[src/pin_cfg.svh]
// constants for the pin 10 to 15 configuration block
//
// Behaviour
// - passive-to-active edge wakes an input pin unless disable set
// - polarity sets input sense and output supply
// - pin 11 function: blink od, in, seq, reg
// - pin 10 function: power-enable in, in, od, reg
// - pin 10 polarity applies to power-enable input
// - pin 13 function: feedback pp, in, feedback od, reg
// - pin 12 function: fault, in, monitor, reg
// - pin 15 function: blink od, in, clock, reg od
// - pin 14 function: blink od, in, data, reg
// - mode bit sets debounce or driven level
`ifndef PIN_CFG_SVH
`define PIN_CFG_SVH
`define ADDR_PIN10_11      8'h1a
`define ADDR_PIN12_13      8'h1b
`define ADDR_PIN14_15      8'h1c
`define CFG_RESET          8'h00
`define FIELD_FUNC_LO      1:0
`define FIELD_POL_LO       2
`define FIELD_WAKE_LO      3
`define FIELD_FUNC_HI      5:4
`define FIELD_POL_HI       6
`define FIELD_WAKE_HI      7
`define FUNC_00            2'h0
`define FUNC_01            2'h1
`define FUNC_10            2'h2
`define FUNC_11            2'h3
`endif

[src/pin_pkg.sv]
// types shared by the pin configuration block
package pin_pkg;
  typedef enum logic [2:0]
  {
    drive_off_type  = 3'h1,
    drive_pp_type   = 3'h2,
    drive_od_type   = 3'h4
  } drive_mode_type;
endpackage : pin_pkg

[src/pin_config_top.sv]
// configuration and pin muxing for general pins 10 to 15
`include "pin_cfg.svh"
module pin_config_top
  import pin_pkg::*;
#(
  parameter int PIN_COUNT = 6
)
(
  // clock and reset
  input  wire logic                 sys_clk,
  input  wire logic                 reset,
  // control interface register port
  input  wire logic                 reg_write,
  input  wire logic [7:0]           reg_addr,
  input  wire logic [7:0]           reg_wdata,
  output logic      [7:0]           reg_rdata,
  // debounce and level bits, pins 10 to 15
  input  wire logic [PIN_COUNT-1:0] level_debounce,
  // internal function sources
  input  wire logic                 sequencer_level,
  input  wire logic                 blink_level,
  input  wire logic                 feedback_state_signal,
  input  wire logic                 supply_fault_indicator,
  input  wire logic                 vsys_monitor_state,
  input  wire logic                 two_wire_data_out,
  input  wire logic                 two_wire_data_oe,
  input  wire logic                 two_wire_clock_out,
  input  wire logic                 two_wire_clock_oe,
  // pins
  input  wire logic [PIN_COUNT-1:0] pin_in,
  output logic      [PIN_COUNT-1:0] pin_out,
  output logic      [PIN_COUNT-1:0] pin_oe,
  output logic      [PIN_COUNT-1:0] pin_supply_two,
  // status
  output logic      [PIN_COUNT-1:0] general_input,
  output logic      [PIN_COUNT-1:0] debounce_enable,
  output logic      [PIN_COUNT-1:0] wake_event,
  output logic                      secondary_power_enable,
  output logic                      two_wire_enable,
  output logic                      two_wire_data_in,
  output logic                      two_wire_clock_in
);

  ////////////////////////////////////////////////////////////////////////////
  // configuration registers
  logic [7:0] pin10_11_config_reg;
  logic [7:0] pin10_11_config_next;
  logic [7:0] pin12_13_config_reg;
  logic [7:0] pin12_13_config_next;
  logic [7:0] pin14_15_config_reg;
  logic [7:0] pin14_15_config_next;
  logic [7:0] rdata_reg;
  logic [7:0] rdata_next;

  // write decode and read mux
  always_comb
  begin
    pin10_11_config_next = pin10_11_config_reg;
    pin12_13_config_next = pin12_13_config_reg;
    pin14_15_config_next = pin14_15_config_reg;
    if (reg_write && reg_addr == `ADDR_PIN10_11)
      pin10_11_config_next = reg_wdata;
    else if (reg_write && reg_addr == `ADDR_PIN12_13)
      pin12_13_config_next = reg_wdata;
    else if (reg_write && reg_addr == `ADDR_PIN14_15)
      pin14_15_config_next = reg_wdata;
    if (reg_addr == `ADDR_PIN10_11)
      rdata_next = pin10_11_config_reg;
    else if (reg_addr == `ADDR_PIN12_13)
      rdata_next = pin12_13_config_reg;
    else if (reg_addr == `ADDR_PIN14_15)
      rdata_next = pin14_15_config_reg;
    else
      rdata_next = 8'h00;
  end

  // register storage
  always_ff @(posedge sys_clk or posedge reset)
  begin
    if (reset)
    begin
      pin10_11_config_reg <= `CFG_RESET;
      pin12_13_config_reg <= `CFG_RESET;
      pin14_15_config_reg <= `CFG_RESET;
      rdata_reg           <= 8'h00;
    end
    else
    begin
      pin10_11_config_reg <= pin10_11_config_next;
      pin12_13_config_reg <= pin12_13_config_next;
      pin14_15_config_reg <= pin14_15_config_next;
      rdata_reg           <= rdata_next;
    end
  end

  assign reg_rdata = rdata_reg;

  ////////////////////////////////////////////////////////////////////////////
  // field unpacking, index 0 is pin 10
  logic [1:0] pin_function [PIN_COUNT];
  logic       pin_polarity [PIN_COUNT];
  logic       wake_disable [PIN_COUNT];

  // pin pairs: upper nibble is the odd pin
  always_comb
  begin
    pin_function[0] = pin10_11_config_reg[`FIELD_FUNC_LO];
    pin_function[1] = pin10_11_config_reg[`FIELD_FUNC_HI];
    pin_function[2] = pin12_13_config_reg[`FIELD_FUNC_LO];
    pin_function[3] = pin12_13_config_reg[`FIELD_FUNC_HI];
    pin_function[4] = pin14_15_config_reg[`FIELD_FUNC_LO];
    pin_function[5] = pin14_15_config_reg[`FIELD_FUNC_HI];
    pin_polarity[0] = pin10_11_config_reg[`FIELD_POL_LO];
    pin_polarity[1] = pin10_11_config_reg[`FIELD_POL_HI];
    pin_polarity[2] = pin12_13_config_reg[`FIELD_POL_LO];
    pin_polarity[3] = pin12_13_config_reg[`FIELD_POL_HI];
    pin_polarity[4] = pin14_15_config_reg[`FIELD_POL_LO];
    pin_polarity[5] = pin14_15_config_reg[`FIELD_POL_HI];
    wake_disable[0] = pin10_11_config_reg[`FIELD_WAKE_LO];
    wake_disable[1] = pin10_11_config_reg[`FIELD_WAKE_HI];
    wake_disable[2] = pin12_13_config_reg[`FIELD_WAKE_LO];
    wake_disable[3] = pin12_13_config_reg[`FIELD_WAKE_HI];
    wake_disable[4] = pin14_15_config_reg[`FIELD_WAKE_LO];
    wake_disable[5] = pin14_15_config_reg[`FIELD_WAKE_HI];
  end

  ////////////////////////////////////////////////////////////////////////////
  // function selection per pin
  drive_mode_type  drive_mode [PIN_COUNT];
  logic            drive_level [PIN_COUNT];
  logic [PIN_COUNT-1:0] is_input;
  logic            data_mode;

  // data mode on pin 14 enables the clock role of pin 15 when pin 15 selects it
  assign data_mode = (pin_function[4] == `FUNC_10);

  always_comb
  begin
    for (int i = 0; i < PIN_COUNT; i++)
    begin
      drive_mode[i]  = drive_off_type;
      drive_level[i] = 1'b0;
      is_input[i]    = (pin_function[i] == `FUNC_01);
    end
    // pin 10
    case (pin_function[0])
      `FUNC_00: is_input[0] = 1'b1;
      `FUNC_10:
      begin
        drive_mode[0]  = drive_od_type;
        drive_level[0] = level_debounce[0];
      end
      `FUNC_11:
      begin
        drive_mode[0]  = drive_pp_type;
        drive_level[0] = level_debounce[0];
      end
      default: drive_mode[0] = drive_off_type;
    endcase
    // pin 11
    case (pin_function[1])
      `FUNC_00:
      begin
        drive_mode[1]  = drive_od_type;
        drive_level[1] = blink_level ^ level_debounce[1];
      end
      `FUNC_10:
      begin
        drive_mode[1]  = drive_pp_type;
        drive_level[1] = sequencer_level;
      end
      `FUNC_11:
      begin
        drive_mode[1]  = drive_pp_type;
        drive_level[1] = level_debounce[1];
      end
      default: drive_mode[1] = drive_off_type;
    endcase
    // pin 12
    case (pin_function[2])
      `FUNC_00:
      begin
        drive_mode[2]  = drive_pp_type;
        drive_level[2] = supply_fault_indicator ~^ level_debounce[2];
      end
      `FUNC_10:
      begin
        drive_mode[2]  = drive_pp_type;
        drive_level[2] = vsys_monitor_state ~^ level_debounce[2];
      end
      `FUNC_11:
      begin
        drive_mode[2]  = drive_pp_type;
        drive_level[2] = level_debounce[2];
      end
      default: drive_mode[2] = drive_off_type;
    endcase
    // pin 13
    case (pin_function[3])
      `FUNC_00:
      begin
        drive_mode[3]  = drive_pp_type;
        drive_level[3] = feedback_state_signal ~^ level_debounce[3];
      end
      `FUNC_10:
      begin
        drive_mode[3]  = drive_od_type;
        drive_level[3] = feedback_state_signal ~^ level_debounce[3];
      end
      `FUNC_11:
      begin
        drive_mode[3]  = drive_pp_type;
        drive_level[3] = level_debounce[3];
      end
      default: drive_mode[3] = drive_off_type;
    endcase
    // pin 14
    case (pin_function[4])
      `FUNC_00:
      begin
        drive_mode[4]  = drive_od_type;
        drive_level[4] = blink_level ^ level_debounce[4];
      end
      `FUNC_10:
      begin
        drive_mode[4]  = two_wire_data_oe ? drive_od_type : drive_off_type;
        drive_level[4] = two_wire_data_out;
      end
      `FUNC_11:
      begin
        drive_mode[4]  = drive_pp_type;
        drive_level[4] = level_debounce[4];
      end
      default: drive_mode[4] = drive_off_type;
    endcase
    // pin 15, clock role only when pin 14 selects data
    case (pin_function[5])
      `FUNC_00:
      begin
        drive_mode[5]  = drive_od_type;
        drive_level[5] = blink_level ^ level_debounce[5];
      end
      `FUNC_10:
      begin
        drive_mode[5]  = (data_mode && two_wire_clock_oe) ? drive_od_type : drive_off_type;
        drive_level[5] = two_wire_clock_out;
      end
      `FUNC_11:
      begin
        drive_mode[5]  = drive_od_type;
        drive_level[5] = level_debounce[5];
      end
      default: drive_mode[5] = drive_off_type;
    endcase
  end

  ////////////////////////////////////////////////////////////////////////////
  // pin drivers, open drain only drives low
  logic [PIN_COUNT-1:0] out_next;
  logic [PIN_COUNT-1:0] oe_next;
  logic [PIN_COUNT-1:0] out_reg;
  logic [PIN_COUNT-1:0] oe_reg;
  logic [PIN_COUNT-1:0] supply_reg;
  logic [PIN_COUNT-1:0] deb_reg;
  logic [PIN_COUNT-1:0] active_level;

  generate
    for (genvar g = 0; g < PIN_COUNT; g++)
    begin : g_pin
      always_comb
      begin
        out_next[g] = (drive_mode[g] == drive_pp_type) ? drive_level[g] : 1'b0;
        oe_next[g]  = (drive_mode[g] == drive_pp_type) ||
                      ((drive_mode[g] == drive_od_type) && !drive_level[g]);
      end

      pin_wake_detect u_wake
      (
        .sys_clk      (sys_clk),
        .reset        (reset),
        .pin_level    (pin_in[g]),
        .polarity     (pin_polarity[g]),
        .is_input     (is_input[g]),
        .wake_disable (wake_disable[g]),
        .active       (active_level[g]),
        .wake         (wake_event[g])
      );
    end
  endgenerate

  // drive, supply and debounce registers
  always_ff @(posedge sys_clk or posedge reset)
  begin
    if (reset)
    begin
      out_reg    <= '0;
      oe_reg     <= '0;
      supply_reg <= '0;
      deb_reg    <= '0;
    end
    else
    begin
      out_reg <= out_next;
      oe_reg  <= oe_next;
      for (int i = 0; i < PIN_COUNT; i++)
      begin
        supply_reg[i] <= pin_polarity[i];
        deb_reg[i]    <= is_input[i] && level_debounce[i];
      end
    end
  end

  assign pin_out         = out_reg;
  assign pin_oe          = oe_reg;
  assign pin_supply_two  = supply_reg;
  assign debounce_enable = deb_reg;
  assign general_input   = active_level;

  ////////////////////////////////////////////////////////////////////////////
  // power-enable and two-wire status
  logic pwr_reg;
  logic tw_en_reg;
  logic tw_d_reg;
  logic tw_c_reg;

  always_ff @(posedge sys_clk or posedge reset)
  begin
    if (reset)
    begin
      pwr_reg   <= 1'b0;
      tw_en_reg <= 1'b0;
      tw_d_reg  <= 1'b1;
      tw_c_reg  <= 1'b1;
    end
    else
    begin
      pwr_reg   <= (pin_function[0] == `FUNC_00) && (pin_in[0] == pin_polarity[0]);
      tw_en_reg <= data_mode && (pin_function[5] == `FUNC_10);
      tw_d_reg  <= pin_in[4];
      tw_c_reg  <= pin_in[5];
    end
  end

  assign secondary_power_enable = pwr_reg;
  assign two_wire_enable        = tw_en_reg;
  assign two_wire_data_in       = tw_d_reg;
  assign two_wire_clock_in      = tw_c_reg;
endmodule : pin_config_top

[src/pin_wake_detect.sv]
// passive-to-active edge detector for one pin
module pin_wake_detect
(
  // clock and reset
  input  wire logic sys_clk,
  input  wire logic reset,
  // pin and settings
  input  wire logic pin_level,
  input  wire logic polarity,
  input  wire logic is_input,
  input  wire logic wake_disable,
  // result
  output logic      active,
  output logic      wake
);
  logic active_reg;
  logic active_next;
  logic wake_reg;
  logic wake_next;

  // active level per polarity, edge raises wake
  always_comb
  begin
    active_next = (pin_level == polarity);
    wake_next   = is_input && active_next && !active_reg && !wake_disable;
  end

  // registers
  always_ff @(posedge sys_clk or posedge reset)
  begin
    if (reset)
    begin
      active_reg <= 1'b0;
      wake_reg   <= 1'b0;
    end
    else
    begin
      active_reg <= active_next;
      wake_reg   <= wake_next;
    end
  end

  assign active = active_reg;
  assign wake   = wake_reg;
endmodule : pin_wake_detect

[config.mk]
export PLATFORM = sky130hd
export DESIGN_NAME = pin_config_top
export DESIGN_NICKNAME = d
export VERILOG_FILES = /design/src/pin_pkg.sv /design/src/pin_config_top.sv /design/src/pin_wake_detect.sv
export VERILOG_INCLUDE_DIRS = /design/src /design/src/src
export SDC_FILE = /design/constraint.sdc
export NUM_CORES = 1
export LEC_CHECK = 0
export ABC_AREA = 1
export BUFFER_PORTS_ARGS = -buffer_cell sky130_fd_sc_hd__buf_2
export CELL_PAD_IN_SITES_DETAIL_PLACEMENT = 0
export CELL_PAD_IN_SITES_GLOBAL_PLACEMENT = 1
export CORE_MARGIN = 2
export CORE_UTILIZATION = 39
export DETAILED_ROUTE_END_ITERATION = 8
export PLACE_DENSITY_LB_ADDON = 0.12
export SKIP_CTS_REPAIR_TIMING = 1
export SYNTH_ARGS = -nofsm -noshare
export SYNTH_HDL_FRONTEND = slang
export SYNTH_SLANG_ARGS = --single-unit
[constraint.sdc]
create_clock -name sys_clk -period 2.65 [get_ports sys_clk]
set_input_delay 0.265 -clock sys_clk [delete_from_list [all_inputs] [get_ports sys_clk]]
set_output_delay 0.265 -clock sys_clk [all_outputs]
set_load 0.03 [all_outputs]
# After elaboration in Yosys (flattened, before gate mapping)
# Index checks and enable logic that the tools add are counted.
totals:
  register_bits: 72
  inputBits: 40
  output_inout_bits: 48
  wordCells: 169
classes:
  eq_ne: 39
  muxes: 24
  n_bitwise: 8
  reduce_logical: 74
op_table:
  columns: ["op", "n"]
  rows:
  - ["1-bit logical AND", 36]
  - ["2-bit == test (second input constant)", 12]
  - ["8-bit by 5-bit == test with 1-bit output (second input constant)", 3]
  - ["8-bit two-way mux", 3]
  - ["3-bit case mux with 2 select lines", 4]
  - ["3-bit by 2-bit == test with 1-bit output (second input constant)", 6]
  - ["3-bit == test (second input constant)", 6]
  - ["1-bit logical NOT", 18]
  - ["2-bit by 1-bit == test with 1-bit output (second input constant)", 6]
  - ["2-bit logical NOT", 6]
  - ["1-bit case mux with 3 select lines", 4]
  - ["2-bit OR reduction", 5]
  - ["3-bit case mux with 3 select lines", 1]
  - ["1-bit two-way mux", 8]
  - ["1-bit == test", 6]
  - ["1-bit logical OR", 6]
  - ["3-bit two-way mux", 2]
  - ["3-bit AND reduction", 1]
  - ["3-bit OR reduction", 1]
  - ["1-bit bitwise XNOR", 3]
  - ["1-bit bitwise XOR", 3]
  - ["2-bit two-way mux", 1]
  - ["1-bit NOT", 2]
  - ["1-bit case mux with 2 select lines", 1]
  - ["2-bit AND reduction", 1]

# Logic depth before layout (Yosys ltp)
depth:
  depth_word: 7
  mapped_depth: 8
  ltp_nobuf: 8

# Hierarchy
# From an unflattened synthesis, not the netlist that was laid out.
hier_totals:
  hier_cells: 353
  hier_area_um2: 3213.1
by_module_without_submodules:
  columns: ["module", "instances", "cells_per_inst", "area_per_inst_um2", "seq_area_each_um2"]
  rows:
  - ["pin_config_top", 1, 281, 2657.5, 1478.9]
  - ["pin_wake_detect", 6, 12, 92.6, 50.0]

# Least setup slack after synthesis
# Ideal clock, no wire load.
synth_path:
  kind: "register to register"
  startpoint: "register pin14_15_config_reg[4]"
  endpoint: "register oe_reg[5] (netlist: pin_oe[5])"
  setup_time_ns: 0.077
  arrival_time_ns: 1.202
  required_time_ns: 2.573
  slack_ns: 1.370
  stages_incl_launch_ff: 7
  path_buffers: 0
  synth_period_minus_slack_ns: 1.280
  cell_sequence: "dfrtp_1 > inv_1 > ha_1 > or2_2 > nand2_1 > inv_1 > a21oi_1"
synth_via:
  elab_chain_cells: 6
  word_cells_on_any_way: 11
  cone_classes: "4 x eq/ne; 2 x mux; 5 x reduce/logical"
synth_rtl:
  columns: ["element", "line", "source"]
  rows:
  - ["from (decl)", "pin_config_top.sv:50", "logic [7:0] pin14_15_config_reg;"]
  - ["from (signal assigned)", "pin_config_top.sv:84", "pin14_15_config_reg <= `CFG_RESET;"]
  - ["from (signal assigned)", "pin_config_top.sv:91", "pin14_15_config_reg <= pin14_15_config_next;"]
  - ["2-bit == test or 2-bit logical NOT (tied branches)", "pin_config_top.sv:237", "case (pin_function[5])"]
  - ["2-bit OR reduction (no source line)", null, null]
  - ["3-bit case mux with 2 select lines", "pin_config_top.sv:237", null]
  - ["3-bit == test", "pin_config_top.sv:274", "((drive_mode[g] == drive_od_type) && !drive_level[g]);"]
  - ["1-bit logical AND", "pin_config_top.sv:274", null]
  - ["1-bit logical OR *", "pin_config_top.sv:273", "oe_next[g] = (drive_mode[g] == drive_pp_type) ||"]
  - ["net oe_next[5]", "pin_config_top.sv:260", "logic [PIN_COUNT-1:0] oe_next;"]
  - ["to (signal assigned)", "pin_config_top.sv:304", "oe_reg <= oe_next;"]
  - ["to (decl)", "pin_config_top.sv:262", "logic [PIN_COUNT-1:0] oe_reg;"]
# Mark *: on every way through the listed nets, which the timed path passes. The rest lies on a longest branch.
# A chain may end at the register's enable or synchronous reset.

# Worst setup path after layout
layout_path:
  startpoint: "register pin12_13_config_reg[4]"
  endpoint: "register oe_reg[3] (netlist: pin_oe[3])"
layout_via:
  elab_chain_cells: 6
  word_cells_on_any_way: 12
  cone_classes: "4 x eq/ne; 2 x mux; 6 x reduce/logical"
layout_rtl:
  columns: ["element", "line", "source"]
  rows:
  - ["from (decl)", "pin_config_top.sv:48", "logic [7:0] pin12_13_config_reg;"]
  - ["from (signal assigned)", "pin_config_top.sv:83", "pin12_13_config_reg <= `CFG_RESET;"]
  - ["from (signal assigned)", "pin_config_top.sv:90", "pin12_13_config_reg <= pin12_13_config_next;"]
  - ["2-bit == test or 2-bit logical NOT (tied branches)", "pin_config_top.sv:199", "case (pin_function[3])"]
  - ["2-bit OR reduction (no source line)", null, null]
  - ["3-bit case mux with 2 select lines or 1-bit case mux with 2 select lines (tied branches)", "pin_config_top.sv:199", null]
  - ["3-bit == test or 1-bit logical NOT (tied branches)", "pin_config_top.sv:274", null]
  - ["1-bit logical AND", "pin_config_top.sv:274", null]
  - ["1-bit logical OR *", "pin_config_top.sv:273", null]
  - ["net oe_next[3]", "pin_config_top.sv:260", null]
# Marks and branches as above.

==> impl_metrics.yaml <==
outcome:
  status: "finished clean"
setup_path:
  cp-start-kind: "register"
  reg2reg_from: "pin12_13_config_reg[4]"
  reg2reg_depth: 8
  cp.required_ns: 2.93
  reg2reg_setup_slack_ns: 1.21
  timing_worst_setup_path_type: "reg2reg"
  end_kind: "register"
  worstPathMaxFanout: 6
  cp.arrival_ns: 1.73
  reg2reg_to: "pin_oe[3]"
routing:
  num_vias: 2334
  wl_per_cell_um: 12.8
  via_per_inst: 4.51
  ant_nets: 0
  route.detailed.drc: 0
  drt_iter0_drc: 95
  routed_wl_um: 6640
  first_pass_iters: 4
hold_path:
  worstHoldPathCells: 1
  hold_end: "two_wire_clock_in"
  hold_class: "in2reg"
  min-delay-start: "pin_in[5]"
yosys:
  synth_nets: 380
  ys_types: 26
  synth_top_family_by_area: "simple AND/OR/NAND/NOR gates"
  yosysSeqAreaShare_pct: 57.2
  synthXorXnorAreaFrac_pct: 1.97
  yosys.area.top_type: "dfrtp_1"
  synth_mux_area_share_pct: 0
  yosysTopAreaCellShare_pct: 55.5
  synth_compound_area_share_pct: 3.54
  syn_inst: 329
  yosysWarnings: 0
  synthAdderAreaFrac_pct: 4.42
  synthSimpleGateAreaFrac_pct: 22.8
  synth_area_per_cell_um2: 9.46
  netlist_area_um2: 3110
  synthTopCellsByArea: "dfrtp_1, nand2_1, inv_1, nand3_1, ha_1"
  ys_ff_latch: 71
cts:
  cts-root-buf: "clkbuf_8"
  cts_made_buffers: 9
  worstSkewPairLatency_ns: 0.34
  clockBufferDepth: 2
  clock_sinks: 71
  cts_tree: "built"
  clk_pin_slew_ns: 0.08
  h-tree-depth: 3
power:
  max-vdd-ir-drop_mv: 0.337
  p_leak_nw: 2.10
  design_power_total_w: 0.00227
  p_per_area_nw_per_um2: 607
die:
  ios: 88
  coreArea_um2: 7730
  dieArea_um2: 8710
  start_util_pct: 40.3
  rows: 32
  die_h_um: 93.3
  die_x_um: 93.3
sta:
  finalSetupViolCount: 0
  finalCritPeriodShare_pct: 54.5
  final_hold_viol_count: 0
  skew_ns: 0.0102
  fin_tns_setup_ns: 0
  period_needed_ns: 1.44
  max_freq_mhz: 693
  rsz0062_at_grt: "false"
  slew_violations: 0
finish:
  fin_nets: 461
  drive_gt1_share_pct: 29.9
  area.growth.synth_to_final_pct: 20.1
  layout_commonest_cell: "nand2_1"
  antenna_cells: 0
  layout_common_cells: "nand2_1, buf_2, dfrtp_1"
  final_core_util_pct: 48.4
grt:
  grt_pass1_vias: 2316
  grt_first_pass_wirelength_um: 11000
  grt_start_max_net_pins: 38
  antenna_found_initial: 0
  overflow: 0
  globalRouteTotalUtil_pct: 16.5
placed_design:
  dp_hpwl_um: 4910
  io_buffers: 86
  gp_congestion: 0.770
run:
  max_cap_violations: 0
critical path: stages, from the launching register on:
cell     delay [ns]
dfrtp_1        0.49
inv_1          0.13
ha_1           0.21
or2_2          0.29
nand2_1        0.06
nand2_1        0.04
nand2_1        0.07
nand2_1        0.05
nand2_1        0.05
power breakdown:
group | total, W | switching (W) | internal, W
Clock | 0.000842 | 0.000411 | 0.000432
Sequential | 0.00116 | 0.0000317 | 0.00113
Combinational | 0.000263 | 0.000180 | 0.0000833
Total | 0.00227 | 0.000622 | 0.00165
metrics by stage:
| step | setup WS (ns) | std cells | hold WS (ns) | area (µm²) |
|---|---|---|---|---|
| 2_1_floorplan | 0.592 | 329 | 0.269 | 3110 |
| 3_3_place_gp | 1.19 | 500 | 0.154 | 3540 |
| 3_5_place_dp | 1.16 | 500 | 0.156 | 3540 |
| 4_1_cts | 1.22 | 516 | -0.220 | 3730 |
| 5_1_grt | 1.11 | 517 | 0.0221 | 3740 |
| 6_report | 1.21 | 517 | 0.0364 | 3740 |
Yosys cell counts, drive strengths merged:
cell type  count
buf           19
o21ai         10
a21oi          6
ha            11
nand2         99
dfstp          2
xor2           6
dfrtp         69
nand3         32
inv           44
nor3b          1
or2            2
and2           1
nand4          1
nor3           5
xnor2          1
nor4           3
nor2          16
conb           1
metal layers:
| layer | share of wire, % | track usage, % | wire length [µm] | up-vias |
|---|---|---|---|---|
| li1 | - | - | - | 1161 |
| met1 | 46 | 21.7 | 3070 | 1103 |
| met2 | 47 | 26.0 | 3120 | 59 |
| met3 | 4.8 | 3.55 | 316 | 11 |
| met4 | 1.9 | 7.60 | 126 | 0 |
| met5 | 0 | 0 | 0 | - |
worst max path at each step:
stage | from | endpoint | slack, ns | depth (start not counted)
2_1_floorplan | reset | debounce_enable[0] | 0.59 | 1
3_3_place_gp | reg_addr[7] | pin14_15_config_reg[2] | 1.19 | 7
3_5_place_dp | reg_addr[7] | pin12_13_config_reg[1] | 1.16 | 7
4_1_cts | pin14_15_config_reg[5] | pin_oe[5] | 1.22 | 6
5_1_grt | pin12_13_config_reg[4] | pin_oe[3] | 1.11 | 8
6_report | pin12_13_config_reg[4] | pin_oe[3] | 1.21 | 8
area by class of cell:
type	count	area [µm²]
Clock buffer	10	128
Clock inverter	6	61.3
Fill cell	771	3990
Inverter	44	165
Multi-Input combinational cell	195	1020
Sequential cell	71	1780
Tap cell	102	128
Timing Repair Buffer	89	455
kinds of logic (layout without fill, tap and decap cells):
group                    Yosys count  count (layout)
flip-flops                        71              71
buffers and inverters             63             149
XOR/XNOR                           7               7
AO/OA/AOI/OAI                     16              16
AND/OR/NAND/NOR                  160             160
other                              1               1
adder cells (fa/ha/maj)           11              11
No activity file was read; power rests on OpenSTA's default activity.
